===== src/logic/cfba_defines.svh =====
// Functional notes
// RQ1: core clock divided by four into four one-hot phases forming one instruction cycle.
// RQ2: program counter advances in phase_one; fetched word latched in phase_four.
// RQ3: fetch of next word overlaps execute of current one; one instruction per cycle.
// RQ4: a program counter change costs two cycles; fetched next word becomes a no-op.
// RQ5: execute: latched at phase_one, operand read in phase_two, result written phase_four.
// RQ6: program memory byte addressed; instruction words start at even addresses.
// RQ7: program counter steps by two; its lowest bit is always zero.
// RQ8: absolute jump and call load their word address into counter bits 20..1.
// RQ9: relative branch offset counts words; byte displacement is twice the offset.
// RQ10: four two-word instructions; second word has top nibble 1111 plus 12 data bits.
// RQ11: 1111-prefixed word right after its first word is operand, alone it is a no-op.
// RQ12: reads of unimplemented data locations return zero.
// RQ13: data memory is 16 banks of 256 bytes, 12-bit or bank plus offset.
// RQ14: bank_pointer gives upper four address bits; its upper four bits read zero.
// RQ15: load_bank_literal_instr writes its literal into bank_pointer.
// RQ16: unimplemented bank writes dropped, reads zero, status flags still updated.
// RQ17: move_full_address_instr uses full 12-bit addresses, ignores bank_pointer.
// RQ18: other data instructions use 8-bit offset with bank_pointer or fast-access mapping.
// RQ19: 256-byte fast-access bank reaches special registers and low bank 0 directly.
// RQ20: write to offset F9h with bank_pointer 0Fh changes the program counter.
// RQ21: access bit set uses bank_pointer; clear maps 00-7F to bank 0, 80-FF to bank 15.
// RQ22: special registers fill F80h-FFFh; unused ones there read zero.
// RQ23: after reset the pipeline is empty; first cycle fetches while executing a no-op.
`ifndef CFBA_DEFINES_SVH
`define CFBA_DEFINES_SVH
`define CFBA_OFS_CTRL    8'h00
`define CFBA_OFS_STATUS  8'h04
`define CFBA_OFS_PC      8'h08
`define CFBA_OFS_BANK    8'h0c
`define CFBA_OFS_WREG    8'h10
`define CFBA_RUN_RST     1'b1
`define CFBA_PC_STEP     21'h2
`define CFBA_SFR_BASE    12'hf80
`define CFBA_ADR_BANKPTR 12'hfe0
`define CFBA_ADR_WREG    12'hfe8
`define CFBA_ADR_PCL     12'hff9
`define CFBA_OP_LOAD_BANK_LITERAL_INSTR    8'h01
`define CFBA_OP_MOVLW    8'h0e
`define CFBA_OP_GOTO     8'hef
`define CFBA_OP_CALL     8'hec
`define CFBA_OP_LDPTR    8'hee
`define CFBA_NIB_MOVE_FULL_ADDRESS_INSTR   4'hc
`define CFBA_NIB_OPW     4'hf
`define CFBA_OP5_BRA     5'h1a
`define CFBA_OP7_TST     7'h33
`define CFBA_OP7_MOVWF   7'h37
`define CFBA_OP6_MOVF    6'h14
`endif


===== src/logic/cfba_pkg.sv =====
package cfba_pkg;
  typedef enum logic [3:0] {
    PH_ONE   = 4'h1,
    PH_TWO   = 4'h2,
    PH_THREE = 4'h4,
    PH_FOUR  = 4'h8
  } cfba_phase_e;

  typedef struct packed {
    cfba_phase_e ph;
    logic [20:0] pc;
    logic [20:0] pa;
    logic [15:0] ir;
    logic        iok;
    logic        sec;
    logic [15:0] w1;
    logic [3:0]  data_bank_pointer;
    logic [7:0]  wreg;
    logic        z;
    logic [7:0]  opnd;
    logic [11:0] da;
    logic [7:0]  dwd;
    logic        dwe;
    logic        dre;
    logic        run;
    logic [31:0] prdata;
    logic        pready;
    logic        pslverr;
  } cfba_state_s;
endpackage


===== src/logic/cfba_core.sv =====
// Local design decisions: the APB interface to the registers and the register offsets.
`timescale 1ns/1ns
`include "cfba_defines.svh"
module cfba_core #(
  parameter logic [15:0] IMPL_BANKS = 16'hffff
) (
  input  wire logic        pclk,
  input  wire logic        presetn,
  input  wire logic [7:0]  paddr,
  input  wire logic        psel,
  input  wire logic        penable,
  input  wire logic        pwrite,
  input  wire logic [31:0] pwdata,
  output logic      [31:0] prdata,
  output logic             pready,
  output logic             pslverr,
  output logic      [20:0] prog_addr,
  input  wire logic [15:0] prog_rdata,
  output logic      [11:0] dmem_addr,
  output logic      [7:0]  dmem_wdata,
  output logic             dmem_we,
  output logic             dmem_re,
  input  wire logic [7:0]  dmem_rdata,
  output logic             phase_one,
  output logic             phase_two,
  output logic             phase_three,
  output logic             phase_four
);
  cfba_pkg::cfba_state_s r_q;
  cfba_pkg::cfba_state_s r_d;
  logic [7:0]  op8;
  logic        opw;
  logic        single;
  logic        two_w;
  logic        mvff2;
  logic        jmp2;
  logic        d_load_bank_literal_instr;
  logic        d_movlw;
  logic        d_bra;
  logic        d_tst;
  logic        d_movwf;
  logic        d_movf;
  logic        rd_en;
  logic        wr_en;
  logic        skip;
  logic        pcl_wr;
  logic        flush;
  logic        da_sfr;
  logic [11:0] fa;
  logic [11:0] rd_a;
  logic [11:0] wr_a;
  logic [7:0]  wr_v;
  logic [7:0]  sfr_v;
  logic [20:0] jmp_t;
  logic [20:0] bra_off;
  logic [20:0] bra_t;
  logic        apb_setup;
  logic        apb_acc;
  logic [31:0] rd_mux;
  logic        unmapped;

  function automatic logic is_sfr(input logic [11:0] a);
    return a >= `CFBA_SFR_BASE;
  endfunction

  function automatic logic dram_ok(input logic [11:0] a);
    return !is_sfr(a) && IMPL_BANKS[a[11:8]]; // see RQ13 see RQ16
  endfunction

  assign op8    = r_q.ir[15:8];
  assign opw    = r_q.ir[15:12] == `CFBA_NIB_OPW;
  assign single = r_q.iok && !r_q.sec;
  // access bit clear: offsets below 80h go to bank 0, the rest to bank 15
  assign fa     = r_q.ir[8] ? {r_q.data_bank_pointer, r_q.ir[7:0]}
                            : {{4{r_q.ir[7]}}, r_q.ir[7:0]}; // see RQ14 see RQ18 see RQ19 see RQ21
  assign two_w  = single && (op8 == `CFBA_OP_GOTO || op8 == `CFBA_OP_CALL ||
                  op8 == `CFBA_OP_LDPTR || r_q.ir[15:12] == `CFBA_NIB_MOVE_FULL_ADDRESS_INSTR); // see RQ10
  assign mvff2  = r_q.iok && r_q.sec && opw && r_q.w1[15:12] == `CFBA_NIB_MOVE_FULL_ADDRESS_INSTR; // see RQ11
  assign jmp2   = r_q.iok && r_q.sec && opw &&
                  (r_q.w1[15:8] == `CFBA_OP_GOTO || r_q.w1[15:8] == `CFBA_OP_CALL);
  assign d_load_bank_literal_instr = single && op8 == `CFBA_OP_LOAD_BANK_LITERAL_INSTR;
  assign d_movlw = single && op8 == `CFBA_OP_MOVLW;
  assign d_bra   = single && r_q.ir[15:11] == `CFBA_OP5_BRA;
  assign d_tst   = single && r_q.ir[15:9] == `CFBA_OP7_TST;
  assign d_movwf = single && r_q.ir[15:9] == `CFBA_OP7_MOVWF;
  assign d_movf  = single && r_q.ir[15:10] == `CFBA_OP6_MOVF;
  assign rd_en  = d_tst || d_movf || mvff2;
  assign rd_a   = mvff2 ? r_q.w1[11:0] : fa; // see RQ17
  assign wr_en  = d_movwf || mvff2;
  assign wr_a   = mvff2 ? r_q.ir[11:0] : fa; // see RQ17
  assign wr_v   = mvff2 ? r_q.opnd : r_q.wreg;
  assign jmp_t  = {r_q.ir[11:0], r_q.w1[7:0], 1'b0}; // see RQ8
  assign bra_off = {{9{r_q.ir[10]}}, r_q.ir[10:0], 1'b0};
  assign bra_t  = r_q.pa + bra_off; // see RQ9
  assign skip   = d_tst && r_q.opnd == 8'h00;
  assign pcl_wr = wr_en && wr_a == `CFBA_ADR_PCL; // see RQ20
  assign flush  = jmp2 || d_bra || skip || pcl_wr;
  assign da_sfr = is_sfr(r_q.da);

  always_comb begin
    case (r_q.da)
      `CFBA_ADR_BANKPTR: sfr_v = {4'h0, r_q.data_bank_pointer}; // see RQ14
      `CFBA_ADR_WREG:    sfr_v = r_q.wreg;
      `CFBA_ADR_PCL:     sfr_v = r_q.pc[7:0];
      default:           sfr_v = 8'h00; // see RQ22
    endcase
  end

  assign apb_setup = psel && !penable;
  assign apb_acc   = psel && penable && r_q.pready;

  always_comb begin
    unmapped = 1'b0;
    case (paddr)
      `CFBA_OFS_CTRL:   rd_mux = {31'h0, r_q.run};
      `CFBA_OFS_STATUS: rd_mux = {26'h0, r_q.z, r_q.sec, r_q.ph};
      `CFBA_OFS_PC:     rd_mux = {11'h0, r_q.pc};
      `CFBA_OFS_BANK:   rd_mux = {28'h0, r_q.data_bank_pointer}; // see RQ14
      `CFBA_OFS_WREG:   rd_mux = {24'h0, r_q.wreg};
      default: begin
        rd_mux   = 32'h0;
        unmapped = 1'b1;
      end
    endcase
  end

  always_comb begin
    r_d = r_q;
    r_d.pready  = apb_setup;
    r_d.pslverr = apb_setup && unmapped;
    if (apb_setup) begin
      r_d.prdata = pwrite ? 32'h0 : rd_mux;
    end
    case (r_q.ph)
      cfba_pkg::PH_ONE: begin
        if (r_q.run) begin
          r_d.ph  = cfba_pkg::PH_TWO; // see RQ1
          r_d.pa  = r_q.pc;
          r_d.pc  = r_q.pc + `CFBA_PC_STEP; // see RQ2 see RQ6 see RQ7
          r_d.da  = rd_a;
          r_d.dre = rd_en && dram_ok(rd_a);
        end
      end
      cfba_pkg::PH_TWO: begin
        r_d.ph   = cfba_pkg::PH_THREE;
        // operand read; unimplemented space reads zero
        r_d.opnd = da_sfr ? sfr_v : (r_q.dre ? dmem_rdata : 8'h00); // see RQ5 see RQ12 see RQ16
        r_d.dre  = 1'b0;
      end
      cfba_pkg::PH_THREE: begin
        r_d.ph  = cfba_pkg::PH_FOUR;
        r_d.da  = wr_a;
        r_d.dwd = wr_v;
        r_d.dwe = wr_en && dram_ok(wr_a); // see RQ5 see RQ16
      end
      cfba_pkg::PH_FOUR: begin
        r_d.ph  = cfba_pkg::PH_ONE;
        r_d.dwe = 1'b0;
        r_d.ir  = prog_rdata; // see RQ2 see RQ3
        r_d.iok = !flush; // see RQ4
        r_d.sec = two_w; // see RQ11
        if (two_w) begin
          r_d.w1 = r_q.ir;
        end
        if (d_movlw) begin
          r_d.wreg = r_q.ir[7:0];
        end
        if (d_movf) begin
          r_d.wreg = r_q.opnd;
          r_d.z    = r_q.opnd == 8'h00; // see RQ16
        end
        if (d_load_bank_literal_instr) begin
          r_d.data_bank_pointer = r_q.ir[3:0]; // see RQ15
        end
        if (wr_en && wr_a == `CFBA_ADR_BANKPTR) begin
          r_d.data_bank_pointer = wr_v[3:0]; // see RQ14
        end
        if (wr_en && wr_a == `CFBA_ADR_WREG) begin
          r_d.wreg = wr_v;
        end
        if (jmp2) begin
          r_d.pc = jmp_t; // see RQ8
        end else if (d_bra) begin
          r_d.pc = bra_t; // see RQ9
        end else if (pcl_wr) begin
          r_d.pc = {r_q.pc[20:8], wr_v[7:1], 1'b0}; // see RQ20 see RQ7
        end
      end
      default: r_d.ph = cfba_pkg::PH_ONE;
    endcase
    if (apb_acc && pwrite && paddr == `CFBA_OFS_CTRL) begin
      r_d.run = pwdata[0];
    end
    if (apb_acc && pwrite && paddr == `CFBA_OFS_BANK) begin
      r_d.data_bank_pointer = pwdata[3:0]; // see RQ14
    end
  end

  always_ff @(posedge pclk or negedge presetn) begin
    if (!presetn) begin
      r_q     <= '0; // see RQ23
      r_q.ph  <= cfba_pkg::PH_ONE;
      r_q.run <= `CFBA_RUN_RST;
    end else begin
      r_q <= r_d;
    end
  end

  assign prdata      = r_q.prdata;
  assign pready      = r_q.pready;
  assign pslverr     = r_q.pslverr;
  assign prog_addr   = r_q.pa;
  assign dmem_addr   = r_q.da;
  assign dmem_wdata  = r_q.dwd;
  assign dmem_we     = r_q.dwe;
  assign dmem_re     = r_q.dre;
  assign phase_one   = r_q.ph[0];
  assign phase_two   = r_q.ph[1];
  assign phase_three = r_q.ph[2];
  assign phase_four  = r_q.ph[3];
endmodule


===== config.mk =====
export PLATFORM = sky130hd
export DESIGN_NAME = cfba_core
export DESIGN_NICKNAME = d
export VERILOG_FILES = /design/src/logic/cfba_pkg.sv /design/src/logic/cfba_core.sv
export VERILOG_INCLUDE_DIRS = /design/src /design/src/logic
export SDC_FILE = /design/constraint.sdc
export NUM_CORES = 1
export LEC_CHECK = 0
export ABC_AREA = 1
export BUFFER_PORTS_ARGS = -buffer_cell sky130_fd_sc_hd__buf_2
export CAP_MARGIN = 20
export CORE_MARGIN = 4
export CORE_UTILIZATION = 34
export CTS_CLUSTER_SIZE = 14
export DETAILED_ROUTE_END_ITERATION = 10
export GPL_ROUTABILITY_DRIVEN = 0
export GPL_TIMING_DRIVEN = 0
export PLACE_DENSITY = 0.62
export SYNTH_ARGS = -nofsm -noshare
export SYNTH_HDL_FRONTEND = slang
export SYNTH_SLANG_ARGS = --single-unit

===== constraint.sdc =====
create_clock -name pclk -period 2.4 [get_ports pclk]
set_input_delay 0.48 -clock pclk [delete_from_list [all_inputs] [get_ports pclk]]
set_output_delay 0.48 -clock pclk [all_outputs]
set_load 0.01 [all_outputs]

Word level (Yosys, flattened, before mapping):

Memories as Yosys holds them, arrays and structs flattened.
Cells that the tools add are included.

* memory bits (read-only): 32
* output and inout port bits: 81
* logic and storage cells: 151
* memories kept: 2
* memory bits (writable): 0
* latch bits: 0
* bits in registers: 158

Memories
* (no name shown): words 16, width 1, rd ports 1, clocked after memory_dff 0, wr ports 0, line cfba_core.sv:67 `return !is_sfr(a) && IMPL_BANKS[a[11:8]];`
* (no name shown): words 16, width 1, rd ports 1, clocked after memory_dff 0, wr ports 0, line cfba_core.sv:67

* bitwise logic cells: 0
* add/sub/neg operators: 2
* multipliers: 0
* order comparisons: 5
* div/mod/pow operators: 0
* reduce and logical (&&, ||, !) cells: 61
* multiplexer cells: 30
* shifts and indexed selects: 0
* equal/unequal tests: 31

Operators with widths (count)
* 21-bit one-hot mux with 5 select lines: 1
* 12-bit == test, second input constant: 6
* 12-bit two-way mux: 4
* 8-bit two-way mux: 6
* 46-bit two-way mux: 1
* 21-bit two-way mux: 2
* 21-bit one-hot mux with 2 select lines: 1
* 8-bit == test, second input constant: 5
* 12-bit greater-or-equal comparator, second input constant: 3
* 32-bit two-way mux: 1
* 1-bit logical AND: 27
* 8-bit by 4-bit == test with 1-bit output, second input constant: 3
* 12-bit one-hot mux with 2 select lines: 1
* 8-bit one-hot mux with 3 select lines: 1
* 21-bit by 2-bit adder with 21-bit output, second input constant: 1
* 21-bit adder: 1
* 4-bit == test, second input constant: 4
* 8-bit logical NOT: 2
* 7-bit by 6-bit == test with 1-bit output, second input constant: 2
* 2-bit AND reduction: 7
* 13-bit two-way mux: 1
* 4-bit two-way mux: 3
* 4-bit one-hot mux with 3 select lines: 1
* 1-bit logical OR: 10
* other kinds (20): 35

Logic depth before layout (Yosys ltp):

* word-level depth: 10
* mapped depth: 17
* mapped depth without buffers: 17

Worst setup path before layout:

Ideal clock, no wire load.

* kind: register -> register
* from: register r_q (netlist bit bra_off[11])
* to: register r_q[151] in the netlist's numbering
* arrival time: 1911 ps
* period minus slack after synthesis: 2027 ps
* stages on the path, launching flop included: 11
* required time: 2283 ps
* slack: 373 ps
* cell sequence: dfrtp_1 -> ha_1 -> a21oi_1 -> a21boi_0 -> nor2_1 -> nor3_1 -> nand3_1 -> nand3_1 -> nand3_1 -> o21ai_1 -> inv_2

* longest elaborated chain between the ends: 4

RTL lines
* start, declared: line cfba_core.sv:29 `cfba_pkg::cfba_state_s r_q;`
* start signal, assigned: line cfba_core.sv:205 `r_q <= r_d;`
* 21-bit adder: line cfba_core.sv:94 `assign bra_t = r_q.pa + bra_off;`
* 21-bit two-way mux: line cfba_core.sv:183 `end else if (d_bra) begin`
* 21-bit two-way mux: line cfba_core.sv:181 `if (jmp2) begin`
* 21-bit one-hot mux with 2 select lines: line cfba_core.sv:134 `case (r_q.ph)`

No other way between the ends. The select of a mux whose other input is x is not followed.
A chain may end at the register's enable or synchronous reset.

Worst setup path after layout:

* from: register r_q[94] in the netlist's numbering
* to: register r_q[138] in the netlist's numbering

* longest elaborated chain between the ends: 8
* elaborated cells on any way between the ends: 19

RTL lines (line)
* 1-bit logical AND (2 in a row): cfba_core.sv:78, cfba_core.sv:79
* 1-bit logical AND (no line)
* 12-bit two-way mux or 8-bit two-way mux (tied branches): cfba_core.sv:90, cfba_core.sv:91
* 12-bit == test (no line) or 8-bit two-way mux (tied branches)
* 1-bit logical AND (no line) or 21-bit two-way mux (tied branches)
* 4-bit != test (no line) or 21-bit two-way mux (tied branches)
* 3-bit AND reduction (no line) or 21-bit one-hot mux with 2 select lines (tied branches)

Parallel ways exist; a longest one is shown, timed or not. The select of a mux whose other input is x is not followed.

==> results.cfg <==
[yosys]
ys_async_sr_fraction_pct = 100
yosysWarnings = 0
synth-seq-area-share_pct = 39.8
ys_ff_latch = 147
syn_area_sq_mm = 0.00925
syn_inst = 1235
yosysUniqueCellTypes = 53
synth-edff-count = 0
synth.avg_cell_area_sq_um = 7.49
synth-main-ff-cell = dfrtp_1

[worst_setup_path]
worst_setup_path_start_kind = flop
crit_required_ns = 2.75
path_class = reg2reg
critical_path.max_fanout = 10
critPathCaptureType = flop
cp.arrival_ns = 2.66

[routing]
ant_nets = 0
dr.first_iter.drc_count = 976
num_vias = 9098
via_per_inst = 5.24
drt_pass1_iterations = 5
route.detailed.wl_per_inst_um = 18.1
drc = 0
wl_mm = 31.4

[flow_run]
drv_cap = 0

[die]
die_w_um = 173
num_rows = 60
die_h_um = 173
dieArea_sq_mm = 0.0299
start_util_pct = 34.4
io_pins = 150
coreArea_sq_mm = 0.0269

[power_and_ir_drop]
power_mw = 9.02
sw_frac_of_total_pct = 38.5
power.density_mw_per_mm2 = 820
pwr-share-seq_pct = 38.2
vdd_drop_max_mv = 0.506
clkPwrFrac_pct = 28.6
combPwrFrac_pct = 33.2
internal-power_mw = 5.55
leakagePower_nw = 5.62
switching_power_mw = 3.47

[timing]
setup_viol = 0
holdWs_ns = 0.0315
clock.fmax_mhz = 434
post-route-min-period_ns = 2.30
fin_worst_skew_ns = 0.0127
slew_violations = 0
max-slew-margin-rel_pct = 41.3
rsz0062_at_grt = yes
hold_violations = 0
tightest_slew_ns = 0.874
finalCritPeriodShare_pct = 96.0

[final_layout]
fin_area_sq_mm = 0.0110
fin_nets = 1472
final_cells = 1736
multi_input_area_sq_mm = 0.00446
drive_gt1_share_pct = 21.9
utilization_pct = 41.0
num_antenna_cells = 0
syn2layout_area_growth_pct = 19.0
seqCellArea_sq_mm = 0.00369
nFillCells = 2802

[global_routing]
grt_overflow = 0
grt_util_all_layers_pct = 20.6
grt_max_degree = 82
grt_pass1_vias = 8854
grt_pass1_wl_mm = 49.3
antenna_found_initial = 0

[clock_network]
cts.sink_count = 147
ctsHtreeMaxLevel = 4
insertion_delay_ns = 0.43
clock-root-buffer = clkbuf_16
cts_made_buffers = 17
clkSlewWorstSetupHoldPaths_ns = 0.06
cts_tree = done
clockBufferDepth = 2
ctsHoldBuffers = 0

[placement]
post_dp_cell_area_sq_mm = 0.0103
portBuffers = 110
post-dp-hpwl_mm = 24.2
dp_cells = 1697

[outcome]
status = finished, final reports clean

[hold_path]
hold_class = in2async
## cell usage in the layout, fill, tap and decap left out, types with 30 or more instances in the layout
cell,count
nand2_1,299
dfrtp_1,139
inv_1,128
o21ai_0,122
buf_2,114
buf_4,79
nor2_1,78
nand3_1,64
a21oi_1,56
nand4_1,30
## per-layer routing
layer,vias up,wire length [um],global-route usage [%]
met5,-,0,0
met4,0,818,6.35
met3,57,1920,3.39
met2,372,14600,33.3
met1,4325,14100,28.5
li1,4344,-,-
## stage by stage
step,setup WS [ns],TNS [ns]
CTS,-0.00414,-0.00414
detailed placement,-0.183,-3.11
floorplan,0.373,0
finish,0.0955,0
global route,-0.0222,-0.0401
global placement,-1.38,-201.99
## power by group through the flow
stage | Sequential [mW] | Clock (mW) | Combinational (mW)
floorplan | 3.25 | 0 | 2.10
global placement | 3.46 | 0 | 2.85
detailed placement | 3.47 | 0 | 2.90
CTS | 3.43 | 2.61 | 2.93
global route | 3.49 | 2.71 | 3.35
finish | 3.45 | 2.58 | 3.00
## repair_timing
| item | 4_1_cts | 5_1_grt |
|---|---|---|
| endpoints found under the hold margin | 0 | 0 |
| gates resized for setup | 7 | 34 |
| setup buffers | 2 | 5 |
| endpoints found under the setup margin | 36 | 38 |
| pin swaps | 1 | 0 |
## critical path, cell delays in order (launching register included)
cell and delay, ns:
dfrtp_2 0.45, nand2_2 0.09, nor2_4 0.20, nand3_4 0.18, clkbuf_2 0.26, o21ai_0 0.57, nand2_1 0.14, nand3_1 0.11
a21oi_1 0.06, o21ai_1 0.16
## flip-flops by register name (all words and copies together), names as in the netlist
register and flops:
phase_two 1, dmem_addr 12, dmem_we 1, phase_three 1, prog_addr 21, op8 4
r_q 53, dmem_wdata 8, prdata 21, bra_off 11, pslverr 1, phase_one 1
pready 1, dmem_re 1, phase_four 1, jmp_t 9
## final timing paths
path	from	endpoint	slack, ns	cells after the start
max in group asynchronous	presetn	phase_one	1.49	2
max reg2reg	r_q[94]	r_q[138]	0.1	9
min	presetn	prog_addr[19]	0.03	1
min in group pclk	penable	pready	0.23	2
min reg2reg	r_q[93]	r_q[93]	0.47	2
max	r_q[94]	r_q[138]	0.1	9
## Yosys cell counts (all sizes together) (6+ instances only)
master,instances,area share [%]
a21oi,60,3.4
a221oi,8,0.76
a31oi,7,0.47
a32o,13,1.4
buf,81,6.5
clkbuf,22,0.89
dfrtp,145,39
ha,20,2.7
inv,140,5.7
nand2,315,13
nand3,67,3.9
nand4,30,2.0
nor2,91,4.3
nor3,18,1.1
o211ai,11,0.89
o21ai,143,7.9
o22ai,8,0.54
or2,6,0.41
xor2,9,0.85
## logic make-up after synthesis
group / count (synthesis) / share of synthesized area [%]
xor+xnor: 12 / 1.14
fa+ha+maj: 21 / 2.92
compound gates: 273 / 17.3
simple gates: 536 / 25.7
flops: 147 / 39.8
other cells: 1 / 0.0405
buf+inv: 245 / 13.1
## layout make-up
class,instances,area share (%)
plain buffers,103,6.24
clock buffers,20,4.06
clock inverters,12,0.978
inverters,142,4.90
multi-input cells,853,40.5
flip-flops and latches,147,33.5
well taps,341,3.88
repair buffers,118,5.90
No activity file was read; power rests on OpenSTA's default activity.
